**src/core/csbos_params.svh**
```systemverilog
// Constants of the context-switch and serial bit output sequencer
`ifndef CSBOS_PARAMS_SVH
`define CSBOS_PARAMS_SVH
`define CSBOS_SAVED_STATUS_SLOT_OFS 16'h001e
`define CSBOS_WR14_OFS 16'h001c
`define CSBOS_WR13_OFS 16'h001a
`define CSBOS_BIT_BASE_WORKSPACE_REG_OFS 16'h0018
`define CSBOS_WORD_STEP 16'h0002
`define CSBOS_BIT_STEP 16'h0002
`define CSBOS_CNT_FULL 5'h10
`define CSBOS_CNT_ONE 5'h01
`define CSBOS_CNT_ZERO 5'h00
`define CSBOS_WORD_ZERO 16'h0000
`endif

```
**src/core/csbos_pkg.sv**
```systemverilog
// Types of the context-switch and serial bit output sequencer
package csbos_pkg;
  typedef enum logic [19:0] {
    ST_IDLE = 20'h00001,
    ST_FETCH = 20'h00002,
    ST_DECODE = 20'h00004,
    ST_OPND = 20'h00008,
    ST_ALU3 = 20'h00010,
    ST_CS4 = 20'h00020,
    ST_CS5 = 20'h00040,
    ST_CS6 = 20'h00080,
    ST_CS7 = 20'h00100,
    ST_CS8 = 20'h00200,
    ST_CS9 = 20'h00400,
    ST_CS10 = 20'h00800,
    ST_CS11 = 20'h01000,
    ST_CS12 = 20'h02000,
    ST_LD4 = 20'h04000,
    ST_LD5 = 20'h08000,
    ST_LD6 = 20'h10000,
    ST_LD7 = 20'h20000,
    ST_LD8 = 20'h40000,
    ST_LBIT = 20'h80000
  } csbos_state_t;

  typedef enum logic {
    OP_CONTEXT_SWITCH = 1'b0,
    OP_MULTI_BIT_OUTPUT = 1'b1
  } csbos_op_t;

  typedef struct packed {
    logic [15:0] addressLines;
    logic [15:0] dataLinesOut;
    logic dataLinesOe;
    logic memRead;
    logic memWrite;
  } csbos_bus_t;

  typedef struct packed {
    logic serialBitOut;
    logic serialBitStrobe;
  } csbos_serial_t;
endpackage

```
**src/core/csbos_sequencer.sv**
```systemverilog
// Bus sequencer for the context-switch and multi-bit output instructions
// Operation
// - Operand fetch inserted after cycle two, length Ns
// - Context switch: internal cycle addresses register 15
// - Write saved status to register 15
// - Internal PC+2 cycle, then write it to register 14
// - Address register 13 internally, then write old WP
// - Internal cycle, read new PC, load it
// - Output op: two internal cycles address register 12
// - Read register 12 as bit base, one internal
// - Each bit: drive serial line, pulse strobe
// - Bit address advances by two per bit
// - Exactly C bit cycles, then one final internal
// - Begin with instruction read, then internal cycle
`timescale 1ns/1ps
`include "csbos_params.svh"

module csbos_sequencer (
  // Clock and reset
  input wire logic clk,
  input wire logic reset,
  // Instruction request
  input wire logic start,
  input wire csbos_pkg::csbos_op_t opSel,
  input wire logic [3:0] bitCount,
  input wire logic [15:0] pcIn,
  input wire logic [15:0] wpIn,
  input wire logic [15:0] statusIn,
  // Operand fetch unit
  output csbos_pkg::csbos_state_t stateOut,
  output logic operandFetchStart,
  input wire logic operandFetchDone,
  input wire logic [15:0] sourceOperandValue,
  input wire logic [15:0] sourceOperandAddress,
  // Memory bus
  output csbos_pkg::csbos_bus_t bus,
  input wire logic [15:0] dataLinesIn,
  // Serial bit output
  output csbos_pkg::csbos_serial_t serial,
  // Results
  output logic [15:0] instrWord,
  output logic [15:0] newPc,
  output logic pcLoad,
  output logic [15:0] newWp,
  output logic wpLoad,
  output logic busy,
  output logic done
);
  import csbos_pkg::*;

  csbos_state_t stateQ, stateD;
  csbos_op_t opQ, opD;
  csbos_bus_t busQ, busD;
  csbos_serial_t serQ, serD;
  logic [4:0] cntQ, cntD, cntTotQ, cntTotD;
  logic [15:0] pcQ, pcD, wpQ, wpD, statQ, statD, srcQ, srcD, srcAddrQ, srcAddrD;
  logic [15:0] shiftQ, shiftD, instrQ, instrD, newPcQ, newPcD, newWpQ, newWpD;
  logic fetchStartQ, fetchStartD, pcLoadQ, pcLoadD, wpLoadQ, wpLoadD;
  logic busyQ, busyD, doneQ, doneD;

  always_comb begin
    stateD = stateQ;
    opD = opQ;
    busD = busQ;
    busD.memRead = 1'b0;
    busD.memWrite = 1'b0;
    busD.dataLinesOe = 1'b0;
    serD.serialBitOut = serQ.serialBitOut;
    serD.serialBitStrobe = 1'b0;
    cntD = cntQ;
    cntTotD = cntTotQ;
    pcD = pcQ;
    wpD = wpQ;
    statD = statQ;
    srcD = srcQ;
    srcAddrD = srcAddrQ;
    shiftD = shiftQ;
    instrD = instrQ;
    newPcD = newPcQ;
    newWpD = newWpQ;
    fetchStartD = 1'b0;
    pcLoadD = 1'b0;
    wpLoadD = 1'b0;
    doneD = 1'b0;
    unique case (stateQ)
      ST_IDLE: begin
        if (start) begin
          stateD = ST_FETCH;
          opD = opSel;
          pcD = pcIn;
          wpD = wpIn;
          statD = statusIn;
          cntD = (bitCount == 4'h0) ? `CSBOS_CNT_FULL : {1'b0, bitCount};
          cntTotD = (bitCount == 4'h0) ? `CSBOS_CNT_FULL : {1'b0, bitCount};
          busD.addressLines = pcIn;
          busD.memRead = 1'b1;
        end
      end
      ST_FETCH: begin
        instrD = dataLinesIn;
        stateD = ST_DECODE;
      end
      ST_DECODE: begin
        stateD = ST_OPND;
        fetchStartD = 1'b1;
      end
      ST_OPND: begin
        if (operandFetchDone) begin
          srcD = sourceOperandValue;
          srcAddrD = sourceOperandAddress;
          stateD = ST_ALU3;
        end
      end
      ST_ALU3: begin
        if (opQ == OP_CONTEXT_SWITCH) begin
          stateD = ST_CS4;
          busD.addressLines = srcQ + `CSBOS_SAVED_STATUS_SLOT_OFS;
        end else begin
          stateD = ST_LD4;
        end
      end
      ST_CS4: begin
        stateD = ST_CS5;
        busD.memWrite = 1'b1;
        busD.dataLinesOe = 1'b1;
        busD.dataLinesOut = statQ;
      end
      ST_CS5: begin
        stateD = ST_CS6;
        busD.dataLinesOe = 1'b1;
        busD.dataLinesOut = pcQ + `CSBOS_WORD_STEP;
      end
      ST_CS6: begin
        stateD = ST_CS7;
        busD.addressLines = srcQ + `CSBOS_WR14_OFS;
        busD.memWrite = 1'b1;
        busD.dataLinesOe = 1'b1;
      end
      ST_CS7: begin
        stateD = ST_CS8;
        busD.addressLines = srcQ + `CSBOS_WR13_OFS;
      end
      ST_CS8: begin
        stateD = ST_CS9;
        busD.memWrite = 1'b1;
        busD.dataLinesOe = 1'b1;
        busD.dataLinesOut = wpQ;
      end
      ST_CS9: stateD = ST_CS10;
      ST_CS10: begin
        stateD = ST_CS11;
        busD.addressLines = srcAddrQ + `CSBOS_WORD_STEP;
        busD.memRead = 1'b1;
      end
      ST_CS11: begin
        stateD = ST_CS12;
        newPcD = dataLinesIn;
        pcLoadD = 1'b1;
        newWpD = srcQ;
        wpLoadD = 1'b1;
      end
      ST_CS12: begin
        stateD = ST_IDLE;
        doneD = 1'b1;
      end
      ST_LD4: begin
        stateD = ST_LD5;
        busD.addressLines = wpQ + `CSBOS_BIT_BASE_WORKSPACE_REG_OFS;
      end
      ST_LD5: stateD = ST_LD6;
      ST_LD6: begin
        stateD = ST_LD7;
        busD.memRead = 1'b1;
      end
      ST_LD7: begin
        stateD = ST_LD8;
        shiftD = dataLinesIn;
      end
      ST_LD8: begin
        stateD = ST_LBIT;
        busD.addressLines = shiftQ;
        serD.serialBitOut = srcQ[0];
        serD.serialBitStrobe = 1'b1;
        shiftD = {1'b0, srcQ[15:1]};
      end
      ST_LBIT: begin
        if (cntQ > `CSBOS_CNT_ONE) begin
          cntD = cntQ - `CSBOS_CNT_ONE;
          busD.addressLines = busQ.addressLines + `CSBOS_BIT_STEP;
          serD.serialBitOut = shiftQ[0];
          serD.serialBitStrobe = 1'b1;
          shiftD = {1'b0, shiftQ[15:1]};
        end else if (cntQ == `CSBOS_CNT_ONE) begin
          // Last bit went out; one quiet cycle still follows it
          cntD = `CSBOS_CNT_ZERO;
        end else begin
          stateD = ST_IDLE;
          doneD = 1'b1;
        end
      end
      default: stateD = ST_IDLE;
    endcase
    busyD = (stateD != ST_IDLE);
  end

  always_ff @(posedge clk) begin
    if (reset) begin
      stateQ <= ST_IDLE;
      opQ <= OP_CONTEXT_SWITCH;
      busQ <= '0;
      serQ <= '0;
      cntQ <= `CSBOS_CNT_ZERO;
      cntTotQ <= `CSBOS_CNT_ZERO;
      pcQ <= `CSBOS_WORD_ZERO;
      wpQ <= `CSBOS_WORD_ZERO;
      statQ <= `CSBOS_WORD_ZERO;
      srcQ <= `CSBOS_WORD_ZERO;
      srcAddrQ <= `CSBOS_WORD_ZERO;
      shiftQ <= `CSBOS_WORD_ZERO;
      instrQ <= `CSBOS_WORD_ZERO;
      newPcQ <= `CSBOS_WORD_ZERO;
      newWpQ <= `CSBOS_WORD_ZERO;
      fetchStartQ <= 1'b0;
      pcLoadQ <= 1'b0;
      wpLoadQ <= 1'b0;
      busyQ <= 1'b0;
      doneQ <= 1'b0;
    end else begin
      stateQ <= stateD;
      opQ <= opD;
      busQ <= busD;
      serQ <= serD;
      cntQ <= cntD;
      cntTotQ <= cntTotD;
      pcQ <= pcD;
      wpQ <= wpD;
      statQ <= statD;
      srcQ <= srcD;
      srcAddrQ <= srcAddrD;
      shiftQ <= shiftD;
      instrQ <= instrD;
      newPcQ <= newPcD;
      newWpQ <= newWpD;
      fetchStartQ <= fetchStartD;
      pcLoadQ <= pcLoadD;
      wpLoadQ <= wpLoadD;
      busyQ <= busyD;
      doneQ <= doneD;
    end
  end

  assign stateOut = stateQ;
  assign operandFetchStart = fetchStartQ;
  assign bus = busQ;
  assign serial = serQ;
  assign instrWord = instrQ;
  assign newPc = newPcQ;
  assign pcLoad = pcLoadQ;
  assign newWp = newWpQ;
  assign wpLoad = wpLoadQ;
  assign busy = busyQ;
  assign done = doneQ;

  // Strobes counted per instruction, for the bit count check
  logic [4:0] strobeCntQ;
  always_ff @(posedge clk) begin
    if (reset || stateQ == ST_IDLE) begin
      strobeCntQ <= `CSBOS_CNT_ZERO;
    end else if (serQ.serialBitStrobe) begin
      strobeCntQ <= strobeCntQ + `CSBOS_CNT_ONE;
    end
  end
endmodule // csbos_sequencer

```
**config.mk**
```make
export PLATFORM = sky130hd
export DESIGN_NAME = csbos_sequencer
export DESIGN_NICKNAME = d
export VERILOG_FILES = /design/src/core/csbos_pkg.sv /design/src/core/csbos_sequencer.sv
export VERILOG_INCLUDE_DIRS = /design/src /design/src/core
export SDC_FILE = /design/constraint.sdc
export NUM_CORES = 1
export LEC_CHECK = 0
export BUFFER_PORTS_ARGS = -buffer_cell sky130_fd_sc_hd__buf_2
export CORE_MARGIN = 1
export CORE_UTILIZATION = 50
export CTS_CLUSTER_DIAMETER = 30
export DETAILED_ROUTE_END_ITERATION = 10
export PLACE_DENSITY = 0.76
export SLEW_MARGIN = 20
export SYNTH_ARGS = -nofsm -noshare
export SYNTH_HDL_FRONTEND = slang
export SYNTH_SLANG_ARGS = --single-unit
```
**constraint.sdc**
```tcl
create_clock -name clk -period 3.71 [get_ports clk]
set_input_delay 0.742 -clock clk [delete_from_list [all_inputs] [get_ports clk]]
set_output_delay 0.742 -clock clk [all_outputs]
set_load 0.01 [all_outputs]
```
==> run metrics <==
WP data required=4.10 ns; Netlist cell types=76; IO Port Bufs=about 210; crit path DAT=3.90 ns; clock-pin slew on the worst setup and hold paths=0.05 ns; hold buffers post-CTS=0; DRT iter0 DRCs=1219; Worst-Margin Slew=0.969 ns; clk sinks=211; Post-CTS Setup Bufs=0; CTS tree=done; Post-Synth XOR/XNOR Area=3.65%; cts bufs inserted=47; Pwr Density=535 nW/um^2; synthesized area per cell=approximately 7.7 um^2; final worst path period need=3.52 ns; PnR worst setup slack=0.194 ns; sequential cell area=4220 um^2; Gate power share=8.0%; main combinational cell family by area after synthesis=simple AND/OR/NAND/NOR gates; DRT antenna net count=0; area leader, netlist=dfxtp_1; # fillers=1780; synthesized flop and latch total=about 210; Clock Tree Root=clkbuf_16; hpwl dp=~30000 um; Cell Area, Synth=10800 um^2; final setup TNS=0 ns; Synth Area in Adders=0.997%; vias in the first global route=11400; multi-input logic area=a little over 6000 um^2; Final Skew=0.0208 ns; Sw Ratio=25.7%; largest net degree at the start of global routing=roughly 100; share of layout cells above drive strength 1=23.5%; Std-Cell Rows=53; Congestion Overflow GR=0; asr flop ratio synth=0%; Syn Inst Count=1410; Clk Latency, worst-skew pair=0.55 ns; max frequency=0.284 GHz; H-tree depth=2; Final Max Tran Viols=0; DR vias/cell=6.18; initial core utilization=around half; Setup crit start kind=flop; clock share of power=roughly 59%; final cycle utilization of the critical path=a little over nine tenths; diodes inserted=0; final wirelength=42200 um; DRC viols=0; dpl ws=~0.2 ns; status=finished clean; most frequent cells in the layout=nand2_1, buf_2, dfxtp_1; maximum vdd drop=477 uV; final hold viol count=0; RSZ-0062 raised after global routing=false; Post-synth EDFFs=0; Rel. slew slack=roughly a third; CP Class=flop to flop; Synth Area in Simple Gates=28.5%; number of max-cap violations=0; final setup fails=0; Top FF cell, synth=dfxtp_1; GPL Wtd Cong=1.05; core region area=21100 um^2; Avg WL per Cell=21.6 um; fin nets=1751; Total GRT Usage=between 30% and 40%; Switching Power=about 0.0019 W; CP endpoint kind=flop; CP Max Fanout=7; Area Growth Syn to Fin=30.5%; Die Wd=149 um; cell leakage power=5.60 nW; clock tree buffer depth=3; most common cell after layout, fill and taps aside=nand2_1; min-delay worst type=input port to flop; Synth top area share=39.2%; sequential area share after synthesis=between 30 and 40%; Synth Warn #=0; syn_nets=around 1500; first-pass GRT wire length=approximately 64000 um; Die Footprint=22200 um^2; first drt pass iteration count=7; initial antenna violation count=0; Reg2Reg Setup Slack=between 0.15 and 0.2 ns; # resized after CTS=0; internal power=~0.0056 W; Seq pwr share=around a third; # IOs=215; Die Y=149 um; complex-gate fraction of the synthesized area=about a fifth; Area contributors post-synth=dfxtp_1, nand2_1, a21oi_1; fraction of synthesized area in multiplexers=under 10%; number of vias in the routed layout=12000
[cell families after synthesis]
logic type                 count (synthesis)
xor gates and xnor gates                  45
muxes                                     25
AOI/OAI and AO/OA                        336
DFF                                      211
buffers and inverters                    117
adders and majority gates                  8
and+or+nand+nor                          668
[metal layers]
layer	up-vias	track usage (%)	wire length, um
met5	-	0	0
met4	0	21.4	2330
met3	158	7.95	4210
met2	727	57.1	18500
met1	5621	49.3	17100
li1	5536	-	-
[cell type report]
| class | instances | area share, % |
|---|---|---|
| Inverter | 16 | 0.427 |
| Timing Repair Buffer | 280 | 11.3 |
| Tap cell | 275 | 2.44 |
| Clock buffer | 51 | 8.53 |
| Sequential cell | 211 | 30.0 |
| Clock inverter | 35 | 3.58 |
| Multi-Input combinational cell | 1082 | 43.7 |
[registers in the layout (all words and copies together) (netlist names), 2 cells and up]
signal	cells
bus	35
cntQ	5
instrWord	16
newPc	16
newWp	16
pcQ	16
serial	2
shiftQ	16
srcAddrQ	16
srcQ	16
statQ	16
stateOut	20
wpQ	16
[cells in the mapped netlist (9+ instances only)]
| library cell | count |
|---|---|
| a22oi_1 | 26 |
| or4_1 | 9 |
| a21oi_1 | 135 |
| nand2_1 | 307 |
| a221oi_1 | 11 |
| a211oi_1 | 15 |
| mux2i_1 | 25 |
| dfxtp_1 | 211 |
| or3_1 | 12 |
| clkbuf_1 | 84 |
| buf_2 | 9 |
| nor4_1 | 23 |
| xor2_1 | 24 |
| inv_1 | 16 |
| nand4_1 | 24 |
| nand3b_1 | 9 |
| and3_1 | 10 |
| o221ai_1 | 11 |
| nor3_1 | 44 |
| nor2_1 | 133 |
| a311oi_1 | 16 |
| xnor2_1 | 21 |
| o21ai_0 | 32 |
| nand3_1 | 43 |
[critical path, cell delays in order (launching register included)]
cell and delay, ns:
dfxtp_1 0.30, or4_1 0.68, nor4_4 0.38, nand2_2 0.14, nand2_1 0.09, nand2_1 0.05, ha_1 0.26, and4_1 0.32
nand2_1 0.11, xor2_1 0.17, o211ai_1 0.09, a2111oi_0 0.47, a221o_1 0.23, a21oi_1 0.06
[power groups by stage]
stage / logic, W / clock network, W / registers, W
after floorplan: 0.000323 / 0 / 0.00247
after global placement: 0.000576 / 0 / 0.00249
after detailed placement: 0.000581 / 0 / 0.00250
after CTS: 0.000586 / 0.00448 / 0.00245
after global routing: 0.000643 / 0.00462 / 0.00246
final: 0.000599 / 0.00447 / 0.00246
[stage by stage]
stage          std cells  hold WS [ns]  util (%)  total power (W)  cell area (um^2)
2_1_floorplan       1410         0.429         -          0.00279             10800
3_3_place_gp        1864         0.436      58.6          0.00307             12400
3_5_place_dp        1864         0.440      58.6          0.00308             12400
4_1_cts             1950         0.421      66.7          0.00752             14100
5_1_grt             1950         0.439      66.8          0.00772             14100
6_report            1950         0.427      66.8          0.00753             14100
[final timing paths]
path	startpoint	to	cells past startpoint
max reg2reg	stateOut[5]	bus[26]	13
min	sourceOperandValue[7]	srcQ[7]	3
min reg2reg	statQ[7]	statQ[7]	2
max	stateOut[5]	bus[26]	13
Power figures use the tool's default switching activity.
